## src/ata_cmd_cfg.svh

```systemverilog
// register map, opcodes, subcodes and reset values of the command dispatcher
`ifndef ATA_CMD_CFG_SVH
`define ATA_CMD_CFG_SVH
// ==========================================================================
// apb register byte offsets
`define A_FEAT     8'h00
`define A_COUNT    8'h04
`define A_LBA      8'h08
`define A_CMD      8'h0c
`define A_STATUS   8'h10
`define A_RESULT   8'h14
`define A_CONFIG   8'h18
`define A_MAXADDR  8'h1c
`define A_GEOM     8'h20
`define A_STBY     8'h24
`define A_MULT     8'h28
// ==========================================================================
// opcodes
`define OP_NOP     8'h00
`define OP_RDS     8'h20
`define OP_RDS_NR  8'h21
`define OP_RDS_X   8'h24
`define OP_RDMA_X  8'h25
`define OP_RNMAX_X 8'h27
`define OP_RDM_X   8'h29
`define OP_DIAG    8'h90
`define OP_GEOM    8'h91
`define OP_UCODE   8'h92
`define OP_IDLE2   8'h97
`define OP_RDM     8'hc4
`define OP_SETMULT 8'hc6
`define OP_RDMA    8'hc8
`define OP_RDMA_NR 8'hc9
`define OP_WDMA    8'hca
`define OP_WDMA_NR 8'hcb
`define OP_STBY_I  8'he0
`define OP_IDLE_I  8'he1
`define OP_STBY    8'he2
`define OP_IDLE    8'he3
`define OP_RBUF    8'he4
`define OP_CHKPWR  8'he5
`define OP_SLEEP   8'he6
`define OP_FLUSH   8'he7
`define OP_WBUF    8'he8
`define OP_RBUF_D  8'he9
`define OP_FLUSH_X 8'hea
`define OP_WBUF_D  8'heb
`define OP_IDENT   8'hec
`define OP_SETFEAT 8'hef
`define OP_RNMAX   8'hf8
`define OP_SETMAX  8'hf9
// ==========================================================================
// feature subcodes
`define SF_WC_EN   8'h02
`define SF_XMODE   8'h03
`define SF_APM_EN  8'h05
`define SF_SER_EN  8'h10
`define SF_RLA_DIS 8'h55
`define SF_WC_DIS  8'h82
`define SF_APM_DIS 8'h85
`define SF_SER_DIS 8'h90
`define SF_SER_DMA 8'h02
`define SF_SER_DIP 8'h03
`define SF_SER_SSP 8'h06
`define SF_SER_P2S 8'h07
`define SF_RLA_EN  8'haa
`define SF_REVERT  8'hcc
`define SM_SETPW   8'h01
`define SM_LOCK    8'h02
`define SM_UNLOCK  8'h03
`define SM_FREEZE  8'h04
// ==========================================================================
// power mode codes, limits and reset values
`define PM_STANDBY 8'h00
`define PM_IDLE    8'h80
`define PM_ACTIVE  8'hff
`define MULT_MAX   8'h80
`define W47_DEF    8'h10
`define NATIVE_MAX 32'h0fff_ffff
`endif

```

## src/ata_cmd_pkg.sv

```systemverilog
// types shared by the command dispatcher
package ata_cmd_pkg;
  // ========================================================================
  // sequencer states
  typedef enum logic [2:0] {
    S_IDLE  = 3'b000,
    S_EXEC  = 3'b001,
    S_XFER  = 3'b010,
    S_FLUSH = 3'b011,
    S_DIAG  = 3'b100
  } state_e;
  // data protocol handed to the transfer engine
  typedef enum logic [1:0] {
    P_NONE = 2'b00,
    P_PIO  = 2'b01,
    P_DMA  = 2'b10
  } proto_e;
  // source or sink of the transfer data
  typedef enum logic [1:0] {
    D_MEDIA = 2'b00,
    D_BUF   = 2'b01,
    D_IDENT = 2'b10,
    D_UCODE = 2'b11
  } src_e;
endpackage : ata_cmd_pkg

```

## src/ata_command_dispatcher.sv

```systemverilog
// ata command decoder and dispatcher with apb register access
// Summary of operation
// - c8h/c9h decode as dma reads, cah/cbh as dma writes, alike.
// - e0h/e2h standby, e1h/e3h idle, e6h sleep; e5h reports power mode.
// - e7h/eah flush the write cache to media before completing.
// - e4h/e9h read the sector buffer out; e8h/ebh overwrite it.
// - efh subcodes control write cache, transfer mode, apm, look-ahead.
// - efh 10h/90h enable/disable the serial feature named by count.
// - efh cch enables reverting settings to power-on defaults.
// - f9h sets max address; subcodes 1-4 password, lock, unlock, freeze.
// - f8h and 27h return the native max address.
// - ech sends identification data to the host as data-in.
// - 92h length is lba low:count sectors of 512 bytes, zero allowed.
// - 90h runs internal diagnostics and reports the result.
// - e3h/97h idle with nonzero count enables standby timer; zero disables it.
// - e1h holds busy, enters idle, drops busy, raises interrupt.
// - 91h stores sectors per track and heads per cylinder.
// - opcode 00h always completes with command aborted.
// - dma read c8h/c9h moves 1 to 256 sectors, zero meaning 256.
// - pio read 20h/21h moves 1 to 256 sectors, zero meaning 256.
// - extended read 24h moves up to 65536 sectors, zero meaning 65536.
// - 25h uses the dma protocol.
// - read multiple interrupts once per block of word 59 size.
// - 29h uses last set-multiple size, else word 47 default.
`timescale 1ns/1ps
`include "ata_cmd_cfg.svh"
module ata_command_dispatcher
  import ata_cmd_pkg::*;
(
  input  wire logic        core_clk,
  input  wire logic        sys_rst,
  input  wire logic        psel,
  input  wire logic        penable,
  input  wire logic        pwrite,
  input  wire logic [7:0]  paddr,
  input  wire logic [31:0] pwdata,
  output logic      [31:0] prdata_q,
  output logic             pready_q,
  output logic             pslverr_q,
  output logic             intrq_q,
  output logic             xfer_go_q,
  output proto_e           xfer_proto_q,
  output src_e             xfer_src_q,
  output logic             xfer_write_q,
  output logic      [31:0] xfer_lba_q,
  output logic      [16:0] xfer_sectors_q,
  input  wire logic        xfer_sector,
  output logic             flush_req_q,
  input  wire logic        flush_ack,
  output logic             diag_req_q,
  input  wire logic        diag_done,
  input  wire logic [7:0]  diag_code,
  output logic      [7:0]  power_mode_q
);
  // ========================================================================
  // apb slave: no wait state; read data leaves a flop loaded at the end of setup
  state_e      st_q;
  logic [7:0]  feat_q, cmd_q, spt_q, heads_q, stby_q, mult_q, xmode_q;
  logic [15:0] count_q;
  logic [31:0] lba_q, result_q, maxaddr_q;
  logic        err_q, wc_q, rla_q, apm_q, revert_q, stby_en_q;
  logic [3:0]  ser_q;
  logic        mult_ok_q, pw_q, mlock_q, mfrz_q;
  logic [16:0] left_q;
  logic [7:0]  blk_q, inblk_q;
  logic        setup, acc, wr, hit;
  logic [31:0] rdata;
  logic [7:0]  blk47;
  logic [16:0] cnt8, cnt16;

  assign setup = psel & ~penable;
  assign acc   = psel & penable & pready_q;
  assign wr    = acc & pwrite;

  // read mux; unmapped addresses answer with pslverr
  always_comb begin
    hit   = 1'b1;
    rdata = 32'h0000_0000;
    unique case (paddr)
      `A_FEAT:    rdata = {24'h000000, feat_q};
      `A_COUNT:   rdata = {16'h0000, count_q};
      `A_LBA:     rdata = lba_q;
      `A_CMD:     rdata = {24'h000000, cmd_q};
      `A_STATUS:  rdata = {19'h0, mlock_q, mfrz_q, pw_q,
                           power_mode_q, err_q, st_q != S_IDLE};
      `A_RESULT:  rdata = result_q;
      `A_CONFIG:  rdata = {16'h0, xmode_q, ser_q,
                           revert_q, apm_q, rla_q, wc_q};
      `A_MAXADDR: rdata = maxaddr_q;
      `A_GEOM:    rdata = {16'h0000, heads_q, spt_q};
      `A_STBY:    rdata = {23'h0, stby_en_q, stby_q};
      `A_MULT:    rdata = {23'h0, mult_ok_q, mult_q};
      default:    hit = 1'b0;
    endcase
  end

  always_ff @(posedge core_clk) begin
    if (sys_rst) begin
      pready_q  <= 1'b0;
      pslverr_q <= 1'b0;
      prdata_q  <= 32'h0000_0000;
    end else begin
      pready_q <= psel & ~pready_q;
      if (setup) begin
        prdata_q  <= pwrite ? 32'h0000_0000 : rdata;
        pslverr_q <= ~hit;
      end
    end
  end

  // taskfile registers; frozen while a command runs, host must wait
  always_ff @(posedge core_clk) begin
    if (sys_rst) begin
      feat_q  <= 8'h00;
      count_q <= 16'h0000;
      lba_q   <= 32'h0000_0000;
    end else if (wr && st_q == S_IDLE) begin
      if (paddr == `A_FEAT)  feat_q  <= pwdata[7:0];
      if (paddr == `A_COUNT) count_q <= pwdata[15:0];
      if (paddr == `A_LBA)   lba_q   <= pwdata;
    end
  end

  // sector count decode: zero means the full range
  assign cnt8  = (count_q[7:0] == 8'h00) ? 17'h00100
                                         : {9'h000, count_q[7:0]};
  assign cnt16 = (count_q == 16'h0000) ? 17'h10000 : {1'b0, count_q};
  assign blk47 = mult_ok_q ? mult_q : `W47_DEF;

  // ========================================================================
  // command sequencer
  always_ff @(posedge core_clk) begin
    if (sys_rst) begin
      st_q <= S_IDLE;
      cmd_q <= 8'h00;
      err_q <= 1'b0;
      intrq_q <= 1'b0;
      xfer_go_q <= 1'b0;
      xfer_proto_q <= P_NONE;
      xfer_src_q <= D_MEDIA;
      xfer_write_q <= 1'b0;
      xfer_lba_q <= 32'h0000_0000;
      xfer_sectors_q <= 17'h00000;
      left_q <= 17'h00000;
      blk_q <= 8'h00;
      inblk_q <= 8'h00;
      flush_req_q <= 1'b0;
      diag_req_q <= 1'b0;
      power_mode_q <= `PM_ACTIVE;
      result_q <= 32'h0000_0000;
      wc_q <= 1'b1;
      rla_q <= 1'b1;
      apm_q <= 1'b0;
      revert_q <= 1'b0;
      ser_q <= 4'h0;
      xmode_q <= 8'h00;
      stby_en_q <= 1'b0;
      stby_q <= 8'h00;
      spt_q <= 8'h00;
      heads_q <= 8'h00;
      mult_ok_q <= 1'b0;
      mult_q <= 8'h00;
      pw_q <= 1'b0;
      mlock_q <= 1'b0;
      mfrz_q <= 1'b0;
      maxaddr_q <= `NATIVE_MAX;
    end else begin
      intrq_q   <= 1'b0;
      xfer_go_q <= 1'b0;
      unique case (st_q)
        S_IDLE: begin
          if (wr && paddr == `A_CMD) begin
            cmd_q <= pwdata[7:0];
            err_q <= 1'b0;
            st_q  <= S_EXEC;
          end
        end
        S_EXEC: begin
          // most commands finish here; data ones hand over to the engine
          intrq_q <= 1'b1;
          st_q    <= S_IDLE;
          xfer_lba_q <= lba_q;
          blk_q   <= 8'h00;
          inblk_q <= 8'h00;
          unique case (cmd_q)
            `OP_RDMA, `OP_RDMA_NR, `OP_WDMA, `OP_WDMA_NR: begin
              intrq_q <= 1'b0;
              st_q <= S_XFER;
              xfer_go_q <= 1'b1;
              xfer_proto_q <= P_DMA;
              xfer_src_q <= D_MEDIA;
              xfer_write_q <= cmd_q[1];
              xfer_sectors_q <= cnt8;
              left_q <= cnt8;
            end
            `OP_RDS, `OP_RDS_NR, `OP_RDS_X, `OP_RDMA_X, `OP_RDM,
            `OP_RDM_X: begin
              intrq_q <= 1'b0;
              st_q <= S_XFER;
              xfer_go_q <= 1'b1;
              xfer_src_q <= D_MEDIA;
              xfer_write_q <= 1'b0;
              // plain pio raises the interrupt every sector
              xfer_proto_q <= (cmd_q == `OP_RDMA_X) ? P_DMA : P_PIO;
              blk_q <= (cmd_q == `OP_RDMA_X) ? 8'h00
                     : (cmd_q == `OP_RDM || cmd_q == `OP_RDM_X) ? blk47
                     : 8'h01;
              if (cmd_q == `OP_RDS || cmd_q == `OP_RDS_NR ||
                  cmd_q == `OP_RDM) begin
                xfer_sectors_q <= cnt8;
                left_q <= cnt8;
              end else begin
                xfer_sectors_q <= cnt16;
                left_q <= cnt16;
              end
            end
            `OP_RBUF, `OP_RBUF_D, `OP_WBUF, `OP_WBUF_D, `OP_IDENT: begin
              intrq_q <= 1'b0;
              st_q <= S_XFER;
              xfer_go_q <= 1'b1;
              xfer_src_q <= (cmd_q == `OP_IDENT) ? D_IDENT : D_BUF;
              xfer_proto_q <= (cmd_q == `OP_RBUF_D || cmd_q == `OP_WBUF_D)
                              ? P_DMA : P_PIO;
              xfer_write_q <= (cmd_q == `OP_WBUF || cmd_q == `OP_WBUF_D);
              xfer_sectors_q <= 17'h00001;
              left_q <= 17'h00001;
            end
            `OP_UCODE: begin
              // a zero length is legal and completes at once
              if ({lba_q[7:0], count_q[7:0]} != 16'h0000) begin
                intrq_q <= 1'b0;
                st_q <= S_XFER;
                xfer_go_q <= 1'b1;
                xfer_src_q <= D_UCODE;
                xfer_proto_q <= P_PIO;
                xfer_write_q <= 1'b1;
                xfer_sectors_q <= {1'b0, lba_q[7:0], count_q[7:0]};
                left_q <= {1'b0, lba_q[7:0], count_q[7:0]};
              end
            end
            `OP_STBY_I, `OP_STBY: power_mode_q <= `PM_STANDBY;
            `OP_IDLE_I: power_mode_q <= `PM_IDLE;
            `OP_IDLE, `OP_IDLE2: begin
              power_mode_q <= `PM_IDLE;
              stby_en_q <= count_q[7:0] != 8'h00;
              stby_q <= count_q[7:0];
            end
            `OP_SLEEP: power_mode_q <= `PM_STANDBY;
            `OP_CHKPWR: result_q <= {24'h000000, power_mode_q};
            `OP_FLUSH, `OP_FLUSH_X: begin
              intrq_q <= 1'b0;
              flush_req_q <= 1'b1;
              st_q <= S_FLUSH;
            end
            `OP_DIAG: begin
              intrq_q <= 1'b0;
              diag_req_q <= 1'b1;
              st_q <= S_DIAG;
            end
            `OP_GEOM: begin
              spt_q <= count_q[7:0];
              heads_q <= {4'h0, lba_q[27:24]} + 8'h01;
            end
            `OP_RNMAX, `OP_RNMAX_X: result_q <= `NATIVE_MAX;
            `OP_SETMULT: begin
              // only powers of two up to the limit are accepted
              if (count_q[7:0] != 8'h00 && count_q[7:0] <= `MULT_MAX &&
                  (count_q[7:0] & (count_q[7:0] - 8'h01)) == 8'h00) begin
                mult_q <= count_q[7:0];
                mult_ok_q <= 1'b1;
              end else begin
                err_q <= 1'b1;
              end
            end
            `OP_SETFEAT: begin
              unique case (feat_q)
                `SF_WC_EN:   wc_q <= 1'b1;
                `SF_WC_DIS:  wc_q <= 1'b0;
                `SF_XMODE:   xmode_q <= count_q[7:0];
                `SF_APM_EN:  apm_q <= 1'b1;
                `SF_APM_DIS: apm_q <= 1'b0;
                `SF_RLA_DIS: rla_q <= 1'b0;
                `SF_RLA_EN:  rla_q <= 1'b1;
                `SF_REVERT:  revert_q <= 1'b1;
                `SF_SER_EN, `SF_SER_DIS: begin
                  unique case (count_q[7:0])
                    `SF_SER_DMA: ser_q[0] <= ~feat_q[7];
                    `SF_SER_DIP: ser_q[1] <= ~feat_q[7];
                    `SF_SER_SSP: ser_q[2] <= ~feat_q[7];
                    `SF_SER_P2S: ser_q[3] <= ~feat_q[7];
                    default:     err_q <= 1'b1;
                  endcase
                end
                default: err_q <= 1'b1;
              endcase
            end
            `OP_SETMAX: begin
              unique case (feat_q)
                `SM_SETPW:  if (mfrz_q) err_q <= 1'b1;
                            else pw_q <= 1'b1;
                `SM_LOCK:   if (mfrz_q) err_q <= 1'b1;
                            else mlock_q <= 1'b1;
                `SM_UNLOCK: if (mfrz_q) err_q <= 1'b1;
                            else mlock_q <= 1'b0;
                `SM_FREEZE: mfrz_q <= 1'b1;
                default:    if (mlock_q || mfrz_q) err_q <= 1'b1;
                            else maxaddr_q <= lba_q;
              endcase
            end
            default: err_q <= 1'b1;
          endcase
        end
        S_XFER: begin
          // one interrupt per block when blk_q is nonzero, and always one at the end
          if (xfer_sector) begin
            left_q <= left_q - 17'h00001;
            inblk_q <= inblk_q + 8'h01;
            if (left_q == 17'h00001) begin
              intrq_q <= 1'b1;
              st_q <= S_IDLE;
            end else if (blk_q != 8'h00 &&
                         inblk_q + 8'h01 == blk_q) begin
              intrq_q <= 1'b1;
              inblk_q <= 8'h00;
            end
          end
        end
        S_FLUSH: begin
          // completion waits until the media side has the data
          if (flush_ack) begin
            flush_req_q <= 1'b0;
            intrq_q <= 1'b1;
            st_q <= S_IDLE;
          end
        end
        S_DIAG: begin
          if (diag_done) begin
            diag_req_q <= 1'b0;
            result_q <= {24'h000000, diag_code};
            intrq_q <= 1'b1;
            st_q <= S_IDLE;
          end
        end
        default: st_q <= S_IDLE;
      endcase
    end
  end
endmodule : ata_command_dispatcher

```

## config.mk

```make
export PLATFORM = sky130hd
export DESIGN_NAME = ata_command_dispatcher
export DESIGN_NICKNAME = d
export VERILOG_FILES = /design/src/ata_cmd_pkg.sv /design/src/ata_command_dispatcher.sv
export VERILOG_INCLUDE_DIRS = /design/src /design/src/src
export SDC_FILE = /design/constraint.sdc
export NUM_CORES = 1
export LEC_CHECK = 0
export BUFFER_PORTS_ARGS = -buffer_cell sky130_fd_sc_hd__buf_2
export CORE_MARGIN = 5
export CORE_UTILIZATION = 45
export CTS_CLUSTER_DIAMETER = 100
export DETAILED_ROUTE_END_ITERATION = 8
export PLACE_DENSITY = 0.7
export SLEW_MARGIN = 20
export SYNTH_ARGS = -nofsm -noshare
export SYNTH_HDL_FRONTEND = slang
export SYNTH_SLANG_ARGS = --single-unit
```

## constraint.sdc

```tcl
create_clock -name core_clk -period 4.82 [get_ports core_clk]
set_clock_uncertainty 0.1 [all_clocks]
set_input_delay 0.482 -clock core_clk [delete_from_list [all_inputs] [get_ports core_clk]]
set_output_delay 0.482 -clock core_clk [all_outputs]
set_load 0.01 [all_outputs]
```

* Yosys cells after proc, flatten, opt, wreduce, memory -nomap -nowiden
Cells that the tools add are included.
Storage, ports and cells: register bits 318, input port bits 56, output and inout bits 100
Operators by class: add/sub/neg operators 4, $lt $le $gt $ge 1, equal/unequal tests 84, mux-type cells 70, bitwise logic cells 14, reductions and logical operators 80
Operator list (count):
- $pmux W32 S11 | 1
- $eq A8 B8 Y1 const B | 31
- $pmux W32 S2 | 2
- $eq A8 B6 Y1 const B | 9
- $mux W17 | 4
- $pmux W17 S4 | 1
- $mux W32 | 2
- $mux W8 | 7
- $eq A8 B3 Y1 const B | 5
- $eq A8 B5 Y1 const B | 5
- $reduce_and A3 Y1 | 12
- $pmux W17 S2 | 1
- $eq A8 B2 Y1 const B | 4
- $pmux W8 S2 | 2
- $reduce_or A29 Y1 | 1
- $reduce_and A4 Y1 | 7
- $logic_not A8 Y1 | 3
- $pmux W1 S2 | 11
- $mux W1 | 20
- $reduce_bool A2 Y1 | 9
- $reduce_or A18 Y1 | 1
- $eq A17 B1 Y1 const B | 1
- $sub A17 B1 Y17 const B | 1
- $eq A8 B4 Y1 const B | 2
- other kinds (47) | 111

* Longest topological paths before layout
Gate-level depths: netlist (run 1).
depth after elaboration 7, depth in mapped cells 10, mapped depth without buffers 8

* Least setup slack after synthesis (run 1)
Ideal clock, no wire load.
kind reg2reg, start point register inblk_q[0], end point register inblk_q[6], arrival time 2.168 ns, required time 4.598 ns, slack 2.430 ns, stages on the path, launching flop included 8, period minus slack after synthesis 2.390 ns, cells stage by stage dfxtp_1 ha_1 nand3_2 or3_1 a2111oi_2 nor4b_4 a21boi_2 a221o_1
Between the ends: longest elaborated chain between the ends 7
Ends and longest elaborated chain:
- start, declared | RTL line ata_command_dispatcher.sv:65 | logic [7:0] blk_q, inblk_q;
- start signal, assigned | RTL line ata_command_dispatcher.sv:317 | inblk_q <= inblk_q + 8'h01;
- $add A8 B1 Y8 * | RTL line ata_command_dispatcher.sv:317, ata_command_dispatcher.sv:322
- $eq A8 B8 Y1 | RTL line ata_command_dispatcher.sv:322 | inblk_q + 8'h01 == blk_q) begin
- $logic_and A1 B1 Y1 | RTL line ata_command_dispatcher.sv:321 | end else if (blk_q != 8'h00 &&
- $mux W8 | RTL line ata_command_dispatcher.sv:321
- $mux W8 * | RTL line ata_command_dispatcher.sv:318 | if (left_q == 17'h00001) begin
- $mux W8 * | RTL line ata_command_dispatcher.sv:315 | if (xfer_sector) begin
- $pmux W8 S2 * | RTL line ata_command_dispatcher.sv:170 | unique case (st_q)
Mark *: on every way between the ends. The rest lies on a longest branch, timed or not. The select of a mux whose other input is x is not followed. A chain may end at the register's enable or synchronous reset.

* Worst setup path after layout (run 1)
start point register cmd_q[1], end point register left_q[5]
Between the ends: longest elaborated chain between the ends 6
Ends and longest elaborated chain:
- start, declared | RTL line ata_command_dispatcher.sv:58 | logic [7:0] feat_q, cmd_q, spt_q, heads_q, stby_q, mult_q, xmode_q;
- start signal, assigned | RTL line ata_command_dispatcher.sv:173 | cmd_q <= pwdata[7:0];
- $eq A8 B6 Y1 | RTL line ata_command_dispatcher.sv:185 | unique case (cmd_q)
- $logic_or A1 B1 Y1 (no line) (2 in series)
- $mux W17 | RTL line ata_command_dispatcher.sv:208 | if (cmd_q == `OP_RDS || cmd_q == `OP_RDS_NR ||
- $pmux W17 S4 | RTL line ata_command_dispatcher.sv:185
- $pmux W17 S2 | RTL line ata_command_dispatcher.sv:170
- end signal, assigned | RTL line ata_command_dispatcher.sv:194 | left_q <= cnt8;
- end signal, assigned | RTL line ata_command_dispatcher.sv:211 | left_q <= cnt8;
- end signal, assigned | RTL line ata_command_dispatcher.sv:214 | left_q <= cnt16;
- end, declared | RTL line ata_command_dispatcher.sv:64 | logic [16:0] left_q;
Parallel ways exist; a longest one is shown, timed or not.

==> qor.csv, run 1 <==
metric,value,unit
critical_path_arrival,3670,ps
routedWlPerCell,20.4,um
vdd_ir_drop_max,308,uV
die_area,32900,um2
drt_first_pass_iters,5,
synth_mux_area_share,7.13,%
rows,62,
post_cts_resized,0,
path_max_fanout,28,
final_cell_mix,"286 x dfxtp_1, 258 x nand2_1, 170 x nor2_1, 161 x a21oi_1, 154 x buf_2",
route.top_layer_used,met4,
root_buffer,clkbuf_16,
place_congestion,0.953,
layout_worst_path_cycle_share,68.2,%
synth_fa_ha_area_share,0.379,%
antenna_found_initial,0,
ys_seq_area_share,43.4,%
ff2ff_path_depth,6,
max_freq,0.304,GHz
synth_top_family_by_area,simple AND/OR/NAND/NOR gates,
diodes,0,
antenna_left,0,
clkTransAtPathRegs,60,ps
fin_tns_setup,0,ps
synth.distinct_cells,97,
timing.final.ws_setup,1530,ps
cts_buffer_depth,3,
setup_viol,0,
fp.coreArea,28900,um2
portBuffers,155,
critPathMaxStageDelay,740,ps
r2r_end,left_q[5],
slew_headroom,27.7,%
ys_ff_latch,286,
maxCapViolCount,0,
start_kind,flop,
synthArstFlopShare,0,%
hold_viol,0,
synth_edf_count,0,
synth_nets,1642,
crit_chain,"nor2b_1, and3_1, nand2_1, a31oi_4, nand3_1, a31oi_1",
first_iter_violations,1300,
reg2reg_slack,1530,ps
grt_overflow,0,
slew_violations,0,
dp_hpwl,29.2,mm
avgSynthCellArea,8.35,um2
met3WireLength,3.76,mm
syn_inst,1582,
layout_commonest_cell,dfxtp_1,
drive_gt1_share,17.3,%
power_density,334,nW/um2
status,finished clean,
cts_tree,built,
vias,12500,
crit_slowest_cell,a31oi_4,
io_pins,156,
clkLatencyLatePin,570,ps
crit_path_end,left_q[5],
h-tree-depth,1,
die-width,181,um
grt_pass1_wl,66.4,mm
worstMarginPinSlew,1090,ps
p_leak,5.61,nW
via_per_inst,6.01,
nNetsFinal,1726,
place_ws,1620,ps
area_delta_synth_final,15.5,%
met2WireLength,19.4,mm
rsz0062_at_grt,false,
cp-end-kind,flop,
hold_path_class,in2reg,
synthFlopType,dfxtp_1,
critPathRequiredTime,5200,ps
grt_max_degree,223,
die_h,181,um
synth_xor_area_share,1.10,%
yosysWarningCount,0,
final_cells,2075,
syn_area,13200,um2
hold_depth,3,
cts_sinks,286,
routed_wl,42.4,mm
crit_start,cmd_q[1],
postCtsSetupBuffers,0,
start_util,45.8,%
drc,0,
yosys.area_share.simple,23.1,%
wl_met1,17.8,mm
placed_cells,2017,
first_global_vias,11800,
path_class,reg2reg,
synth_compound_area_share,19.7,%
ctsHoldBuffers,0,
fin_crit,3290,ps
r2r-start,cmd_q[1],
utilization,52.8,%
cts-buffers-inserted,31,
grt_usage,24.6,%
## flip-flops by register name, summed over array words and instances, names as in the netlist, 2 cells and up
register	count
blk_q	8
left_q	17
power_mode_q	2
prdata_q	32
xmode_q	8
heads_q	5
mult_q	8
result_q	9
spt_q	8
xfer_src_q	2
maxaddr_q	32
stby_q	8
st_q	3
xfer_lba_q	32
inblk_q	8
feat_q	8
ser_q	4
lba_q	32
count_q	16
xfer_proto_q	2
cmd_q	8
xfer_sectors_q	17
## cells by family after synthesis
kind of cell               count (synthesis)
and+or+nand+nor                          639
AOI/OAI and AO/OA                        390
xor gates and xnor gates                  15
DFF                                      286
adders and majority gates                  4
buffers and inverters                    154
muxes                                     94
## critical path, delay by kind of cell, from the launching register on
family	cells	cell delay, ps
simple gates	4	1450
compound gates	2	920
flops	1	730
## per-layer routing
metal | up-vias | global-route usage (%)
li1 | 5800 | -
met1 | 6018 | 33.6
met2 | 550 | 39.2
met3 | 95 | 4.65
met4 | 0 | 8.35
met5 | - | 0
## synth_stat cells, types with 5 or more instances
library cell	number	area, um2
buf_4	12	90.1
o22ai_1	7	43.8
a22o_1	14	123
nand4_1	10	62.6
a221oi_1	23	201
clkbuf_1	82	308
inv_1	23	86.3
a211oi_1	5	37.5
buf_6	5	56.3
nor2_1	171	642
xnor2_1	7	61.3
or4_1	5	37.5
and4_1	6	52.6
a31oi_1	15	93.8
nor2_2	7	43.8
nand2b_1	11	68.8
a21oi_1	161	806
o31ai_1	8	60.1
buf_1	5	18.8
nand4b_1	5	43.8
nor3_2	6	60.1
mux2i_1	93	931
o21ai_0	22	110
dfxtp_1	286	5730
or2_2	6	37.5
buf_2	27	135
nor2b_1	10	62.6
xor2_1	7	61.3
nor3b_1	9	67.6
nand3_1	40	200
nor4_1	16	100
o21a_1	6	45.0
nand2_1	258	968
a41oi_1	5	43.8
a22oi_1	76	571
and3_1	9	56.3
nor3_1	28	140
## through the flow
stage	power, mW	cell area [um2]	hold slack (ps)
6_report	5.09	15200	49.5
2_1_floorplan	2.47	13200	332
5_1_grt	5.21	15200	43.7
4_1_cts	5.11	15200	34.1
3_5_place_dp	2.52	14100	327
3_3_place_gp	2.52	14100	329
## where the power goes
part / internal, mW / switching, mW
Clock: 1.60 / 1.02
Combinational: 0.0281 / 0.0768
Sequential: 2.37 / 0.00112
## worst min path at each step
stage                           from    endpoint
after floorplan           xmode_q[4]  xmode_q[4]
after global placement      pready_q    pready_q
after detailed placement    pready_q    pready_q
after CTS                 pwdata[17]   lba_q[17]
after global routing      pwdata[17]   lba_q[17]
final                     pwdata[16]   lba_q[16]
## area by class of cell
type / instances / area, um2
clock inverter: 19 / 279
clock buffer: 39 / 866
inverter: 23 / 86.3
multi-input combinational: 1142 / 6810
tap: 384 / 480
timing repair buffer: 182 / 1000
sequential: 286 / 5730
fill: 2733 / 13600
No activity file was read; power rests on OpenSTA's default activity.
==> run 2, diff against run 1 <==
- clock period: 4.82 -> 3.1 ns (I/O delays scaled with it)
==> qor.csv, run 2 (synthesis results as in run 1) <==
metric,value,unit,change
portBuffers,155,,unchanged
fp.coreArea,28900,um2,unchanged
cp-end-kind,flop,,
grt_overflow,0,,unchanged
diodes,0,,unchanged
first_iter_violations,1414,,+8.8%
status,finished clean,,
clkLatencyLatePin,580,ps,about the same
grt_pass1_wl,67.0,mm,+0.83%
area_delta_synth_final,20.6,%,
h-tree-depth,1,,unchanged
final_cell_mix,"286 x dfxtp_1, 258 x nand2_1, 170 x nor2_1, 161 x a21oi_1, 154 x buf_2",,
dp_hpwl,29.5,mm,+1.1%
p_leak,5.94,nW,+5.9%
path_max_fanout,32,,+14%
comb_power_share,2.6,%,+0.5 points
clkTransAtPathRegs,60,ps,about the same
cts_sinks,286,,unchanged
seqPwrFrac,45.8,%,-0.7 points
nNetsFinal,1795,,+4.0%
antenna_found_initial,0,,unchanged
slew_violations,0,,unchanged
die_h,181,um,unchanged
place_congestion,0.953,,about the same
power_density,504,nW/um2,+51%
critical_path_arrival,3260,ps,-410 ps
place_ws,260,ps,-1360 ps
layout_worst_path_cycle_share,93.9,%,+26 points
layout_commonest_cell,dfxtp_1,,
routedWlPerCell,20.0,um,-2.1%
drc,0,,unchanged
max_freq,0.343,GHz,+13%
power.switching,1.70,mW,+55%
postCtsSetupBuffers,0,,unchanged
pwr-share-clk,51.6,%,+0.2 points
timing.final.ws_setup,188,ps,-1350 ps
slew_headroom,20.6,%,-7.1 points
vias,12800,,+2.6%
hold_depth,4,,+1
rsz0062_at_grt,false,,
first_global_vias,12100,,+2.7%
start_util,45.8,%,unchanged
start_kind,flop,,
final_cells,2143,,+3.3%
io_pins,156,,unchanged
setup_viol,0,,unchanged
fin_crit,2910,ps,-375 ps
ff2ff_path_depth,7,,+1
swShare,21.1,%,-0.39 points
die_area,32900,um2,unchanged
critPathRequiredTime,3450,ps,-1750 ps
post_cts_resized,0,,unchanged
antenna_left,0,,unchanged
cts_buffer_depth,3,,unchanged
hold_path_class,in2reg,,
die-width,181,um,unchanged
cts_tree,built,,
ctsHoldBuffers,42,,+42
placed_cells,2045,,+1.4%
via_per_inst,5.97,,-0.66%
cts-buffers-inserted,30,,-3.2%
grt_max_degree,217,,-2.7%
grt_usage,24.8,%,+0.22 points
path_class,reg2reg,,
worstMarginPinSlew,1190,ps,+106 ps
rows,62,,unchanged
drt_first_pass_iters,6,,+1
routed_wl,42.8,mm,+1.1%
hold_viol,0,,unchanged
maxCapViolCount,0,,unchanged
fin_tns_setup,0,ps,unchanged
drive_gt1_share,18.2,%,+0.87 points
root_buffer,clkbuf_16,,
vdd_ir_drop_max,375,uV,+22%
internal-power,6.34,mW,+59%
==> run 2: changes by cell type in the layout (fill, tap and decap cells not counted) <==
cell | previous run | this run
dlygate4sd3_1 | 0 | 42
bufinv_16 | 6 | 9
clkbuf_1 | 2 | 1
buf_8 | 1 | 0
buf_4 | 25 | 51
clkbuf_16 | 31 | 30
clkinv_2 | 6 | 8
inv_6 | 1 | 0
clkbuf_8 | 6 | 2
inv_16 | 1 | 0
buf_12 | 1 | 4
clkinv_16 | 0 | 1
==> run 2: area by class of cell <==
type	instances	area, um2
clock buffers	33	782
well taps	384	480
repair buffers	252	1670
flip-flops and latches	286	5730
clock inverters	23	380
fillers	2663	12900
multi-input cells	1142	6810
inverters	23	86.3
==> run 2: path summary, 6_finish.rpt <==
path	start	to	slack, ps
max	cmd_q[3]	maxaddr_q[26]	190
min	flush_ack	st_q[0]	50
max reg2reg	cmd_q[3]	maxaddr_q[26]	190
min reg2reg	xfer_sectors_q[8]	xfer_sectors_q[8]	350
==> run 2: power groups by stage <==
| stage | clock network, mW | registers (mW) | logic (mW) |
|---|---|---|---|
| after floorplan | 0 | 3.76 | 0.0756 |
| after global placement | 0 | 3.76 | 0.162 |
| after detailed placement | 0 | 3.76 | 0.162 |
| after CTS | 4.20 | 3.68 | 0.203 |
| after global routing | 4.36 | 3.68 | 0.220 |
| final | 4.15 | 3.68 | 0.208 |
==> run 2: per-layer routing <==
metal / vias up / global-route usage [%] / part of all wire (%)
li1: 5948 / - / -
met1: 6113 / 33.2 / 42
met2: 599 / 39.7 / 45
met3: 126 / 4.97 / 9.3
met4: 0 / 9.43 / 4.0
met5: - / 0 / 0
==> run 2: worst max-delay path, stage by stage (launching register included) <==
cell and delay, ps:
dfxtp_1 690, nand2b_1 220, or2_2 370, nor3_1 460, nor3b_2 330, buf_12 280, mux2i_1 230, nand2_1 70
==> run 2: through the flow <==
step / hold slack (ps) / util (%) / power [mW] / cell area (um2)
global placement: 326 / 49.7 / 3.92 / 14300
CTS: 34.9 / 55.2 / 8.08 / 15900
floorplan: 332 / - / 3.84 / 13200
global route: 72.0 / 55.2 / 8.25 / 15900
finish: 46.9 / 55.2 / 8.03 / 15900
detailed placement: 336 / 49.7 / 3.92 / 14300
==> run 3, diff against run 2 <==
- MAX_ROUTING_LAYER: not set -> met4
==> qor.csv, run 3 (synthesis results as in run 1) <==
metric,value,unit,change
status,finished clean,,
slew_violations,0,,unchanged
die_h,181,um,unchanged
met2WireLength,20.0,mm,+3.6%
vias,12800,,-0.24%
fin_crit,2920,ps,+7.33 ps
hold_viol,0,,unchanged
p_leak,5.97,nW,+0.48%
routedWlPerCell,20.5,um,+2.6%
setup_viol,0,,unchanged
final_cells,2145,,+0.093%
path_class,reg2reg,,
clkTransAtPathRegs,60,ps,about the same
die_area,32900,um2,unchanged
cts-buffers-inserted,29,,-3.3%
n_fill_cell,2689,,+0.98%
layout_worst_path_cycle_share,94.2,%,+0.24 points
die-width,181,um,unchanged
drt_first_pass_iters,6,,unchanged
portBuffers,155,,unchanged
path_max_fanout,10,,-69%
maxCapViolCount,0,,unchanged
antenna_found_initial,0,,unchanged
h-tree-depth,1,,unchanged
route.top_layer_used,met4,,
place_congestion,0.957,,+0.45%
rows,62,,unchanged
drive_gt1_share,18.2,%,-0.021 points
final_cell_mix,"286 x dfxtp_1, 258 x nand2_1, 170 x nor2_1, 161 x a21oi_1, 154 x buf_2",,
root_buffer,clkbuf_16,,
grt_usage,26.1,%,+1.3 points
cts_sinks,286,,unchanged
start_util,45.8,%,unchanged
grt_overflow,0,,unchanged
via_per_inst,5.95,,-0.34%
cts_tree,built,,
first_global_vias,11900,,-1.7%
io_pins,156,,unchanged
cts_buffer_depth,3,,unchanged
start_kind,flop,,
grt_pass1_wl,68.1,mm,+1.7%
reg2reg_slack,180,ps,about the same
grt_max_degree,225,,+3.7%
placed_cells,2045,,unchanged
drc,0,,unchanged
fp.coreArea,28900,um2,unchanged
max_freq,0.343,GHz,-0.25%
finalPower,8.06,mW,+0.32%
diodes,0,,unchanged
critPathRequiredTime,3450,ps,about the same
worstMarginPinSlew,1130,ps,-57.9 ps
routed_wl,44.0,mm,+2.7%
rsz0062_at_grt,false,,
first_iter_violations,1354,,-4.2%
power_density,505,nW/um2,+0.14%
vdd_ir_drop_max,439,uV,+17%
area_delta_synth_final,20.8,%,
nNetsFinal,1798,,+0.17%
wl_met1,18.6,mm,+4.1%
met3WireLength,3.56,mm,-10%
hold_depth,4,,unchanged
critical_path_arrival,3270,ps,about the same
cp-end-kind,flop,,
clkLatencyLatePin,570,ps,about the same
dp_hpwl,30.0,mm,+1.4%
hold_path_class,in2reg,,
slew_headroom,24.4,%,+3.9 points
fin_tns_setup,0,ps,unchanged
ff2ff_path_depth,7,,unchanged
antenna_left,0,,unchanged
layout_commonest_cell,dfxtp_1,,
-- run 3: cell count changes in the layout (fill, tap and decap cells not counted), sizes merged --
cell / change
clkbuf: +4
clkinv: -7
dlygate4sd3: +4
inv: +1
-- run 3: final timing paths --
check / start / endpoint
min reg2reg: xfer_lba_q[21] / xfer_lba_q[21]
max: cmd_q[5] / result_q[2]
max reg2reg: cmd_q[5] / result_q[2]
min: flush_ack / flush_req_q
-- run 3: stage by stage --
step | area, um2 | hold slack (ps) | setup WS, ps | util (%)
2_1_floorplan | 13200 | 332 | 710 | -
3_3_place_gp | 14300 | 332 | 487 | 49.7
3_5_place_dp | 14300 | 334 | 474 | 49.7
4_1_cts | 16000 | 6.50 | 62.1 | 55.3
5_1_grt | 16000 | 23.6 | 33.2 | 55.3
6_report | 16000 | 35.4 | 180 | 55.3
-- run 3: final cells by class --
cell class,instances,area [um2],area share [%]
Clock inverter,17,333,2.09
Sequential cell,286,5730,35.9
Timing Repair Buffer,256,1690,10.6
Multi-Input combinational cell,1142,6810,42.7
Inverter,23,86.3,0.541
Tap cell,384,480,3.01
Clock buffer,37,826,5.18
-- run 3: where the power goes --
group | switching [mW] | internal, mW | total [mW]
Sequential | 0.00203 | 3.68 | 3.68
Combinational | 0.132 | 0.0786 | 0.210
Clock | 1.53 | 2.64 | 4.17
-- run 3: timing repair --
| item | CTS | global route |
|---|---|---|
| endpoints found under the hold margin | 60 | 0 |
| hold buffers | 46 | 0 |
| setup endpoints to repair | 0 | 3 |
| buffers inserted | 0 | 0 |
| gates resized for setup | 0 | 2 |
-- run 3: critical path: stages (launching register included) --
cell           delay, ps
dfxtp_1              480
or4b_4               570
nor3_2               200
a311oi_1              80
o21a_2               310
o21ba_2              380
a221oi_1             110
dlygate4sd3_1        570
-- run 3: routing by layer --
metal,global-route usage (%),vias up
met2,40.7,606
met3,3.52,133
met5,-,-
met1,34.9,6072
li1,-,5944
met4,9.49,0
